### src/abs_store_pkg.sv
// constants, types and state layout for the guarded abs and displaced store unit
package abs_store_pkg;

  // ----------------------------------------------------------------
  // widths
  // ----------------------------------------------------------------
  localparam int          WORD_W   = 32;
  localparam int          MOD_W    = 7;
  localparam int          LANES    = 4;
  localparam int          BYTE_W   = 8;

  // ----------------------------------------------------------------
  // displacement scaling (shift of the modifier) and access sizes
  // ----------------------------------------------------------------
  localparam int          BYTE_SHIFT = 0;
  localparam int          HALF_SHIFT = 1;
  localparam int          WORD_SHIFT = 2;
  localparam logic [2:0]  BYTE_BYTES = 3'h1;
  localparam logic [2:0]  HALF_BYTES = 3'h2;
  localparam logic [2:0]  WORD_BYTES = 3'h4;

  // ----------------------------------------------------------------
  // reset values
  // ----------------------------------------------------------------
  localparam logic        FLAG_RESET = 1'b0;
  localparam logic [31:0] DATA_RESET = 32'h0000_0000;
  localparam logic [3:0]  STRB_RESET = 4'h0;

  // ----------------------------------------------------------------
  // operations
  // ----------------------------------------------------------------
  typedef enum logic [1:0] {
    op_abs,
    op_byte_store_disp,
    op_halfword_store_disp,
    op_word_store_disp
  } op_e;

  // ----------------------------------------------------------------
  // whole state of the unit
  // ----------------------------------------------------------------
  typedef struct packed {
    logic        result_write;
    logic [31:0] result_data;
    logic        store_write;
    logic [31:0] store_addr;
    logic [3:0]  store_strobe;
    logic [31:0] store_data;
    logic        misaligned_store_flag;
    logic        trap_pending;
    logic        exception_request;
  } state_s;

endpackage : abs_store_pkg

### src/guarded_abs_and_displaced_store.sv
// guarded integer absolute value and displaced byte/halfword/word stores
//
// Behaviour
// - abs writes negation of second source when negative, else copies it.
// - abs result is unsigned 32 bits; most negative input passes unchanged.
// - abs destination written only when guard lsb is one.
// - halfword store writes low 16 bits at second source plus displacement.
// - halfword and word stores order bytes by the byte-order bit.
// - misaligned halfword or word store sets the misaligned-store flag.
// - misaligned store with trap enabled requests exception at next interruptible jump.
// - word store writes all 32 bits at second source plus displacement.
// - byte store writes low 8 bits at second source plus displacement.
// - byte store ignores the byte-order bit.
// - guarded-true aligned store updates memory and cache; a misaligned one writes nothing.
// - guarded-false store has no side effect at all.
`timescale 1ns/10ps
`default_nettype none

module guarded_abs_and_displaced_store
  import abs_store_pkg::*;
(
  // clock and reset
  input  wire logic        mclk,
  input  wire logic        resetn,
  // issue side
  input  wire logic        issue_valid,
  input  wire op_e         issue_op,
  input  wire logic        guard_bit,
  input  wire logic [31:0] first_source,
  input  wire logic [31:0] second_source,
  input  wire logic [6:0]  modifier,
  // processor control status word bits
  input  wire logic        little_endian,
  input  wire logic        misaligned_store_trap_enable,
  input  wire logic        flag_clear,
  input  wire logic        interruptible_jump,
  // register file write
  output logic             result_write,
  output logic [31:0]      result_data,
  // data cache write
  output logic             store_write,
  output logic [31:0]      store_addr,
  output logic [3:0]       store_strobe,
  output logic [31:0]      store_data,
  // status and exception
  output logic             misaligned_store_flag,
  output logic             exception_request
);

  // ----------------------------------------------------------------
  // address formation
  // ----------------------------------------------------------------
  logic [31:0] disp_ext;
  logic [31:0] disp;
  logic [31:0] addr;
  logic [2:0]  nbytes;
  logic [1:0]  offset;
  logic        is_store;
  logic        misaligned;

  assign disp_ext = {{(WORD_W-MOD_W){modifier[MOD_W-1]}}, modifier};
  assign is_store = (issue_op != op_abs);
  assign addr     = second_source + disp;
  assign offset   = addr[1:0];

  always_comb begin
    unique case (issue_op)
      op_halfword_store_disp: begin
        disp   = disp_ext << HALF_SHIFT;
        nbytes = HALF_BYTES;
      end
      op_word_store_disp: begin
        disp   = disp_ext << WORD_SHIFT;
        nbytes = WORD_BYTES;
      end
      op_abs, op_byte_store_disp: begin
        disp   = disp_ext << BYTE_SHIFT;
        nbytes = BYTE_BYTES;
      end
    endcase
  end

  // word stores need both low bits clear, halfword stores bit 0
  assign misaligned = ((issue_op == op_halfword_store_disp) && addr[0])
                   || ((issue_op == op_word_store_disp) && (addr[1:0] != 2'h0));

  // ----------------------------------------------------------------
  // byte lanes of the aligned word that holds the access
  // ----------------------------------------------------------------
  logic [3:0]  lane_hit;
  logic [31:0] lane_data;

  for (genvar k = 0; k < LANES; k++) begin : g_lane
    localparam logic [2:0] LANE = 3'(k);
    logic [1:0] rel;
    logic [1:0] pick;
    assign lane_hit[k] = (LANE >= {1'b0, offset}) && ((LANE - {1'b0, offset}) < nbytes);
    assign rel         = 2'(LANE - {1'b0, offset});
    // a single byte gives pick 0 either way, so order cannot matter
    assign pick        = little_endian ? rel : 2'(nbytes - 3'h1 - {1'b0, rel});
    assign lane_data[k*BYTE_W +: BYTE_W] = first_source[{pick, 3'b000} +: BYTE_W];
  end

  // ----------------------------------------------------------------
  // absolute value
  // ----------------------------------------------------------------
  logic [31:0] abs_value;

  // first source is the zero register and plays no part
  assign abs_value = second_source[WORD_W-1] ? (~second_source + 32'h0000_0001)
                                             : second_source;

  // ----------------------------------------------------------------
  // state
  // ----------------------------------------------------------------
  state_s st;
  state_s next_st;
  logic   mis_event;

  assign mis_event = issue_valid && is_store && guard_bit && misaligned;

  always_comb begin
    next_st                   = st;
    next_st.result_write      = issue_valid && (issue_op == op_abs) && guard_bit;
    next_st.store_write       = 1'b0;
    next_st.exception_request = 1'b0;
    if (next_st.result_write) begin
      next_st.result_data = abs_value;
    end
    // undefined memory effect on misalignment: the write is dropped
    if (issue_valid && is_store && guard_bit && !misaligned) begin
      next_st.store_write  = 1'b1;
      next_st.store_addr   = addr;
      next_st.store_strobe = lane_hit;
      next_st.store_data   = lane_data;
    end
    // set wins over software clear
    next_st.misaligned_store_flag = (st.misaligned_store_flag && !flag_clear) || mis_event;
    // deferred until an interruptible jump; a store in the jump cycle waits for the next
    next_st.exception_request = st.trap_pending && interruptible_jump;
    next_st.trap_pending      = (st.trap_pending && !interruptible_jump)
                             || (mis_event && misaligned_store_trap_enable);
  end

  always_ff @(posedge mclk or negedge resetn) begin
    if (!resetn) begin
      st.result_write          <= FLAG_RESET;
      st.result_data           <= DATA_RESET;
      st.store_write           <= FLAG_RESET;
      st.store_addr            <= DATA_RESET;
      st.store_strobe          <= STRB_RESET;
      st.store_data            <= DATA_RESET;
      st.misaligned_store_flag <= FLAG_RESET;
      st.trap_pending          <= FLAG_RESET;
      st.exception_request     <= FLAG_RESET;
    end else begin
      st <= next_st;
    end
  end

  // ----------------------------------------------------------------
  // outputs
  // ----------------------------------------------------------------
  assign result_write          = st.result_write;
  assign result_data           = st.result_data;
  assign store_write           = st.store_write;
  assign store_addr            = st.store_addr;
  assign store_strobe          = st.store_strobe;
  assign store_data            = st.store_data;
  assign misaligned_store_flag = st.misaligned_store_flag;
  assign exception_request     = st.exception_request;
endmodule : guarded_abs_and_displaced_store

`default_nettype wire

### config.mk
export PLATFORM = sky130hd
export DESIGN_NAME = guarded_abs_and_displaced_store
export DESIGN_NICKNAME = d
export VERILOG_FILES = /design/src/abs_store_pkg.sv /design/src/guarded_abs_and_displaced_store.sv
export SDC_FILE = /design/constraint.sdc
export NUM_CORES = 1
export LEC_CHECK = 0
export BUFFER_PORTS_ARGS = -buffer_cell sky130_fd_sc_hd__buf_2
export CAP_MARGIN = 20
export CORE_MARGIN = 2
export CORE_UTILIZATION = 55
export CTS_CLUSTER_DIAMETER = 60
export DETAILED_ROUTE_END_ITERATION = 10
export PLACE_DENSITY = 0.8
export SKIP_LAST_GASP = 1
export SYNTH_ARGS = -nofsm -noshare
export SYNTH_HDL_FRONTEND = slang
export SYNTH_SLANG_ARGS = --single-unit
### constraint.sdc
create_clock -name mclk -period 0.9 [get_ports mclk]
set_input_delay 0.135 -clock mclk [delete_from_list [all_inputs] [get_ports mclk]]
set_output_delay 0.135 -clock mclk [all_outputs]
set_load 0.02 [all_outputs]
==> results of run 1 <==
layer usage:
layer | overflow | GRT usage [%]
met1 | 3 | 81.6
met2 | 736 | 122
met3 | 14 | 67.1
met4 | 228 | 109
met5 | 0 | 20.8
cells by family after synthesis:
logic type | share of synthesized area [%]
AO/OA/AOI/OAI | 14.4
XOR/XNOR | 6.73
adder cells (fa/ha/maj) | 7.37
buffers and inverters | 12.1
flip-flops | 33.2
multiplexers | 10.5
AND/OR/NAND/NOR | 15.6
metrics by stage:
stage | instance area (µm²) | worst slack, ns | cells
4_1_cts | 12300 | -1.24 | 1380
3_5_place_dp | 9990 | -1.80 | 1291
3_3_place_gp | 9990 | -1.71 | 1291
2_1_floorplan | 8300 | -1.60 | 877
repair_timing:
item,4_1_cts
gates resized for setup,348
cloned,8
buffers inserted,64
setup endpoints to repair,206
pin swaps,96
hold buffers,3
hold endpoints to repair,108
==> flow_metrics.env, run 1 <==
export IMPL_status="stopped before the end"
export IMPL_haltStage="global routing (5_1_grt)"
export IMPL_tool_error="[ERROR GRT-0232] Routing congestion too high. Check the congestion heatmap in the GUI."
export IMPL_ios=185
export IMPL_cts_buffers=9
export IMPL_gp_congestion=0.913
export IMPL_synth_cell_types=60
export IMPL_yosysWarnings=0
export IMPL_fp_dieH_um=124
export IMPL_grt_worst_endpoint="store_addr[29]$_DFFE_PN0P_/D"
export IMPL_ys_seq_elements=105
export IMPL_start_util_pct=56.6
export IMPL_ys_seq_area_share_pct=33.2
export IMPL_syn_avg_cell_area_um2=9.03
export IMPL_synthTopCellsByArea="dfrtp_1, buf_4, mux4_2"
export IMPL_rows=43
export IMPL_synth_top_area_share_pct=33.2
export IMPL_grtUsageTotal_pct=92.3
export IMPL_cts_sinks=105
export IMPL_synthCells=877
export IMPL_ctsRootBufferMaster="clkbuf_16"
export IMPL_clockBufferDepth=2
export IMPL_numPortBuffers=184
export IMPL_synthesis_area_mm2=0.00792
export IMPL_synth_common_cells="nand2_1, dfrtp_1, buf_4, a21oi_1, nor2_1"
export IMPL_yosysTopAreaCell="dfrtp_1"
export IMPL_die_x_um=124
export IMPL_synthArstFlopShare_pct=100
export IMPL_worstEpCategory="register input"
export IMPL_synth_edff_count=0
export IMPL_yosysMostFrequentCell="nand2_1"
export IMPL_hpwl_um=16700
export IMPL_synth_fp_nets=1004
export IMPL_synthFlopType="dfrtp_1"
export IMPL_grt_remaining_overflow=981
export IMPL_grt_max_degree=40
export IMPL_htreeDepth=3
==> inputs of run 2 (changes only) <==
--- a/config.mk
+++ b/config.mk
@@ -8,10 +8,9 @@
 export BUFFER_PORTS_ARGS = -buffer_cell sky130_fd_sc_hd__buf_2
 export CAP_MARGIN = 20
 export CORE_MARGIN = 2
-export CORE_UTILIZATION = 55
-export CTS_CLUSTER_DIAMETER = 60
+export CORE_UTILIZATION = 40
 export DETAILED_ROUTE_END_ITERATION = 10
-export PLACE_DENSITY = 0.8
+export PLACE_DENSITY_LB_ADDON = 0.15
 export SKIP_LAST_GASP = 1
 export SYNTH_ARGS = -nofsm -noshare
 export SYNTH_HDL_FRONTEND = slang
==> flow_metrics.env, run 2 <==
export IMPL_fin_total_pwr_mw=25.1
export IMPL_cts_sinks=105
export IMPL_start_util_pct=40.7
export IMPL_crit_fanout=8
export IMPL_start_kind="primary input"
export IMPL_synthFlopType="dfrtp_1"
export IMPL_place_ws_ns=-1.83
export IMPL_synthCells=877
export IMPL_core_area_mm2=0.0195
export IMPL_detail_route_antenna_nets=0
export IMPL_slew_headroom_pct=72.1
export IMPL_rsz0062_at_grt="yes"
export IMPL_fin_util_pct=70.2
export IMPL_hold_path_class="in -> reg"
export IMPL_r2r_slack_ns=-0.01
export IMPL_fp_dieH_um=145
export IMPL_synthesis_area_mm2=0.00792
export IMPL_insertedDiodeCount=0
export IMPL_setup_viol=206
export IMPL_cts_buffers=9
export IMPL_worst_slew_pin_slew_ns=0.417
export IMPL_drive_above_1_share_pct=59.6
export IMPL_synth_top_area_share_pct=33.2
export IMPL_final_common_cell="buf_4"
export IMPL_yosysMostFrequentCell="nand2_1"
export IMPL_wl_per_cell_um=17.1
export IMPL_grt_pass1_wl_um=38000
export IMPL_syn_avg_cell_area_um2=9.03
export IMPL_synthMuxAreaShare_pct=10.5
export IMPL_gp_congestion=0.841
export IMPL_final_hold_violation_count=0
export IMPL_vias_per_cell=5.05
export IMPL_cellLeakagePower_nw=6.55
export IMPL_drc=0
export IMPL_pwr_share_comb_pct=55.7
export IMPL_critical_path_class="in -> reg"
export IMPL_grt_pass1_vias=7496
export IMPL_synthArstFlopShare_pct=100
export IMPL_drv_slew=0
export IMPL_fill_cells=1434
export IMPL_internal_power_mw=15.7
export IMPL_yosysWarnings=0
export IMPL_htreeDepth=3
export IMPL_clockPowerShare_pct=16.1
export IMPL_wirelength_um=26300
export IMPL_endpoint_kind="register"
export IMPL_grt_max_degree=40
export IMPL_synth_fp_nets=1004
export IMPL_synth_fa_ha_area_share_pct=7.37
export IMPL_status="finished, violations left"
export IMPL_place_inst=1381
export IMPL_p_per_area_mw_per_mm2=1830
export IMPL_timing_fmax_mhz=454
export IMPL_synth_xor_area_share_pct=6.73
export IMPL_final_area_mm2=0.0137
export IMPL_ys_seq_area_share_pct=33.2
export IMPL_period_needed_ns=2.20
export IMPL_rows=51
export IMPL_synth_edff_count=0
export IMPL_max_cap_viol_count=0
export IMPL_syn2layout_area_growth_pct=72.7
export IMPL_ios=185
export IMPL_cts_tree="built"
export IMPL_crit_arrival_ns=2.46
export IMPL_synth_compound_area_share_pct=14.4
export IMPL_finClkSkew_ns=0.0000301
export IMPL_instances_no_fill=1532
export IMPL_fin_crit_sh_pct=245
export IMPL_synth_cell_types=60
export IMPL_ys_seq_elements=105
export IMPL_yosysTopAreaCell="dfrtp_1"
export IMPL_synthSimpleGateAreaFrac_pct=15.6
export IMPL_hpwl_um=17300
export IMPL_synth_top_family_by_area="simple AND/OR/NAND/NOR gates"
export IMPL_die_area_mm2=0.0209
export IMPL_sequentialPowerShare_pct=28.2
export IMPL_violations="negative setup slack"
export IMPL_vias=7739
export IMPL_setup_ws_ns=-1.30
export IMPL_clockBufferDepth=2
export IMPL_ctsRootBufferMaster="clkbuf_16"
export IMPL_vdd_drop_max_v=0.00117
export IMPL_synth_common_cells="nand2_1, dfrtp_1, buf_4, a21oi_1, nor2_1"
export IMPL_die_x_um=145
export IMPL_reg_top3="result_data: 32 flops, store_addr: 32 flops, store_data: 32 flops"
export IMPL_grt_remaining_overflow=0
export IMPL_place_area_mm2=0.0102
export IMPL_antenna_found_initial=0
export IMPL_numPortBuffers=184
export IMPL_clkTransAtPathRegs_ns=0.08
export IMPL_nNetsFinal=1389
export IMPL_drt_pass1_iter_count=5
export IMPL_synthTopCellsByArea="dfrtp_1, buf_4, mux4_2"
export IMPL_insertion_delay_ns=0.36
export IMPL_critPathRequiredTime_ns=1.16
export IMPL_final_cell_mix="buf_4, buf_6, dfrtp_1"
export IMPL_p_sw_share_pct=37.2
export IMPL_initialDrtViolationCount=359
export IMPL_power_switching_mw=9.34
export IMPL_grtUsageTotal_pct=23.3
run 2: timing repair:
action,CTS,global route
endpoints found under the setup margin,207,206
buffers inserted,71,56
endpoints found under the hold margin,108,0
gates resized for setup,360,183
pin swaps,99,115
gates cloned,10,9
hold buffers,4,0
run 2: cell type report:
type	count	area, µm²	share of cell area, %
well taps	265	332	2.43
repair buffers	506	4850	35.5
flip-flops and latches	105	2630	19.2
clock buffers	12	256	1.88
inverters	22	98.8	0.723
clock inverters	4	31.3	0.229
multi-input cells	618	5470	40.0
run 2: path summary, 6_finish.rpt:
| kind | start | end | cells after the start |
|---|---|---|---|
| setup / recovery | issue_op[0] | store_data[17] | 11 |
| hold / removal | second_source[19] | result_data[19] | 3 |
| setup reg to reg | result_data[4] | result_data[4] | 4 |
| hold reg to reg | store_data[26] | store_data[26] | 2 |
| max in group asynchronous | resetn | result_data[31] | 3 |
| min in group asynchronous | resetn | result_write | 2 |
run 2: kinds of logic (layout without fill, tap and decap cells):
logic type	after synthesis	after routing
buf+inv	154	544
fa+ha+maj	46	46
simple gates	280	280
xor+xnor	60	60
compound gates	189	189
flops	105	105
mux	43	43
run 2: per-layer routing:
layer | track usage (%) | wire length, µm | vias to the layer above
met5 | 0 | 0 | -
met4 | 7.82 | 735 | 0
met3 | 3.09 | 959 | 50
met2 | 38.2 | 12600 | 211
met1 | 32.0 | 12000 | 3716
li1 | - | - | 3762
run 2: through the flow:
step           hold WS, ns  TNS, ns
6_report            0.0855  -116.52
5_1_grt              0.105  -127.34
4_1_cts             0.0850  -111.01
3_5_place_dp       -0.0100  -146.56
3_3_place_gp       -0.0116  -143.88
2_1_floorplan       -0.161  -130.09
run 2: power by group through the flow:
stage	Sequential (mW)	Combinational, mW	Clock, mW
after floorplan	6.61	7.30	0
after global placement	6.77	8.96	0
after detailed placement	6.78	9.06	0
after CTS	7.00	12.2	4.11
after global routing	7.22	14.9	4.29
final	7.07	14.0	4.03
run 2: critical path, cell delays in order:
cell,delay [ns]
buf_12,0.11
nand2b_4,0.14
o2bb2ai_4,0.16
fa_2,0.51
buf_6,0.15
ha_4,0.29
xnor2_4,0.12
buf_12,0.16
mux4_2,0.54
nand2_2,0.08
nand2_1,0.05
Power figures use the tool's default switching activity.
==> inputs of run 3 (changes only) <==
--- a/config.mk
+++ b/config.mk
@@ -7,10 +7,12 @@
 export LEC_CHECK = 0
 export BUFFER_PORTS_ARGS = -buffer_cell sky130_fd_sc_hd__buf_2
 export CAP_MARGIN = 20
+export CORE_ASPECT_RATIO = 1.4
 export CORE_MARGIN = 2
 export CORE_UTILIZATION = 40
 export DETAILED_ROUTE_END_ITERATION = 10
 export PLACE_DENSITY_LB_ADDON = 0.15
+export SETUP_SLACK_MARGIN = 0.4
 export SKIP_LAST_GASP = 1
 export SYNTH_ARGS = -nofsm -noshare
 export SYNTH_HDL_FRONTEND = slang
==> flow_metrics.env, run 3 (synthesized netlist as in run 2, its figures left out) <==
export IMPL_critPathSlowestCell="mux2i_1"
export IMPL_cts_buffers=9
export IMPL_fin_crit_sh_pct=248
export IMPL_nNetsFinal=1388
export IMPL_clockPowerShare_pct=15.8
export IMPL_vias_per_cell=5.30
export IMPL_cts_sinks=105
export IMPL_die_x_um=123
export IMPL_grt_max_degree=39
export IMPL_numPortBuffers=184
export IMPL_fin_tns_setup_ns=-115.85
export IMPL_final_cell_mix="buf_4, buf_6, dfrtp_1"
export IMPL_finClkSkew_ns=0.0000951
export IMPL_r2r_slack_ns=-0.01
export IMPL_initialDrtViolationCount=360
export IMPL_cts_tree="built"
export IMPL_sequentialPowerShare_pct=27.7
export IMPL_gp_congestion=0.851
export IMPL_timing_fmax_mhz=449
export IMPL_cellLeakagePower_nw=6.65
export IMPL_violations="negative hold slack, negative setup slack"
export IMPL_ff2ff_path_depth=2
export IMPL_worst_slew_pin_slew_ns=0.515
export IMPL_p_per_area_mw_per_mm2=1800
export IMPL_hpwl_um=17200
export IMPL_status="finished, violations left"
export IMPL_endpoint_kind="register"
export IMPL_rows=60
export IMPL_path_cells="buf_12 -> mux2i_1 -> a21oi_2 -> ha_4 -> a21oi_2 -> buf_4 -> o31ai_4 -> o221ai_2 -> a211o_1 -> a21boi_2 -> buf_4 -> a211oi_4 -> mux2i_1 -> nand3_1"
export IMPL_max_cap_viol_count=0
export IMPL_fill_cells=1338
export IMPL_ctsRootBufferMaster="clkbuf_16"
export IMPL_hold_path_class="in -> async"
export IMPL_crit_arrival_ns=2.47
export IMPL_core_area_mm2=0.0193
export IMPL_insertion_delay_ns=0.36
export IMPL_htreeDepth=3
export IMPL_drive_above_1_share_pct=62.0
export IMPL_crit_fanout=8
export IMPL_start_util_pct=41.0
export IMPL_detail_route_antenna_nets=0
export IMPL_clockBufferDepth=2
export IMPL_clkTransAtPathRegs_ns=0.08
export IMPL_fin_total_pwr_mw=25.5
export IMPL_period_needed_ns=2.23
export IMPL_vdd_drop_max_v=0.00104
export IMPL_grt_pass1_wl_um=40800
export IMPL_wirelength_um=28700
export IMPL_vias=8025
export IMPL_slew_headroom_pct=65.3
export IMPL_die_area_mm2=0.0209
export IMPL_slowest_delay_ns=0.27
export IMPL_grt_remaining_overflow=0
export IMPL_grt_pass1_vias=8096
export IMPL_critPathRequiredTime_ns=1.15
export IMPL_rsz0062_at_grt="yes"
export IMPL_power_switching_mw=9.55
export IMPL_internal_power_mw=15.9
export IMPL_antenna_found_initial=0
export IMPL_grtUsageTotal_pct=25.4
export IMPL_final_common_cell="buf_4"
export IMPL_startpoint="issue_op[0]"
export IMPL_setup_ws_ns=-1.33
export IMPL_drc=0
export IMPL_insertedDiodeCount=0
export IMPL_drt_pass1_iter_count=6
export IMPL_ios=185
export IMPL_final_hold_violation_count=107
export IMPL_reg_top3="result_data: 32 flops, store_addr: 32 flops, store_data: 32 flops"
export IMPL_syn2layout_area_growth_pct=78.2
export IMPL_start_kind="primary input"
export IMPL_drv_slew=0
export IMPL_p_sw_share_pct=37.5
export IMPL_setup_viol=208
export IMPL_pwr_share_comb_pct=56.5
export IMPL_holdWs_ns=-0.242
export IMPL_r2r_start="result_data[0]"
export IMPL_wl_per_cell_um=19.0
export IMPL_critical_path_class="in -> reg"
export IMPL_worstReg2RegEnd="result_data[0]"
export IMPL_fp_dieH_um=170
-- run 3: layer usage --
metal / up-vias / GRT usage, % / wire [µm]
met3: 80 / 3.38 / 1420
met1: 3927 / 28.0 / 10400
met2: 269 / 47.4 / 15500
li1: 3749 / - / -
met5: - / 0 / 0
met4: 0 / 11.2 / 1330
-- run 3: cell type report --
class / instances / area, µm² / area share [%]
clock inverters: 3 / 23.8 / 0.169
flip-flops and latches: 105 / 2630 / 18.6
clock buffers: 13 / 270 / 1.92
inverters: 22 / 105 / 0.745
multi-input cells: 618 / 5760 / 40.8
repair buffers: 505 / 5010 / 35.5
well taps: 248 / 310 / 2.20
-- run 3: worst max-delay path by stage --
stage / end / depth (start not counted) / slack, ns
detailed placement: store_addr[25] / 14 / -1.78
CTS: store_addr[12] / 14 / -1.28
global route: store_addr[25] / 14 / -1.44
finish: store_addr[25] / 14 / -1.33
global placement: store_addr[12] / 14 / -1.76
floorplan: store_data[22] / 9 / -1.60
-- run 3: timing repair --
item	in CTS	in global routing
gates resized for setup	445	148
endpoints found under the setup margin	209	209
pin swaps	129	98
buffers inserted	80	42
endpoints found under the hold margin	108	107
gates cloned	22	1
-- run 3: power groups by stage --
stage	clock (mW)	sequential [mW]	combinational, mW
2_1_floorplan	0	6.80	7.89
3_3_place_gp	0	6.76	8.95
3_5_place_dp	0	6.78	9.06
4_1_cts	4.13	7.00	12.8
5_1_grt	4.27	7.16	15.3
6_report	4.02	7.05	14.4
-- run 3: through the flow --
stage          area [µm²]  hold WS, ns  std cells  utilization [%]  setup WS, ns
2_1_floorplan        8580       -0.161        877                -         -1.60
3_3_place_gp        10100        0.151       1353             52.3         -1.76
3_5_place_dp        10100        0.152       1353             52.3         -1.78
4_1_cts             13100       -0.238       1471             67.9         -1.28
5_1_grt             14100       -0.230       1514             73.1         -1.44
6_report            14100       -0.242       1514             73.1         -1.33
-- run 3: critical path: cells and delay by family --
kind / cells / cell delay (ns)
buf+inv: 3 / 0.41
simple gates: 1 / 0.09
fa+ha+maj: 1 / 0.27
mux: 2 / 0.50
compound gates: 7 / 1.05
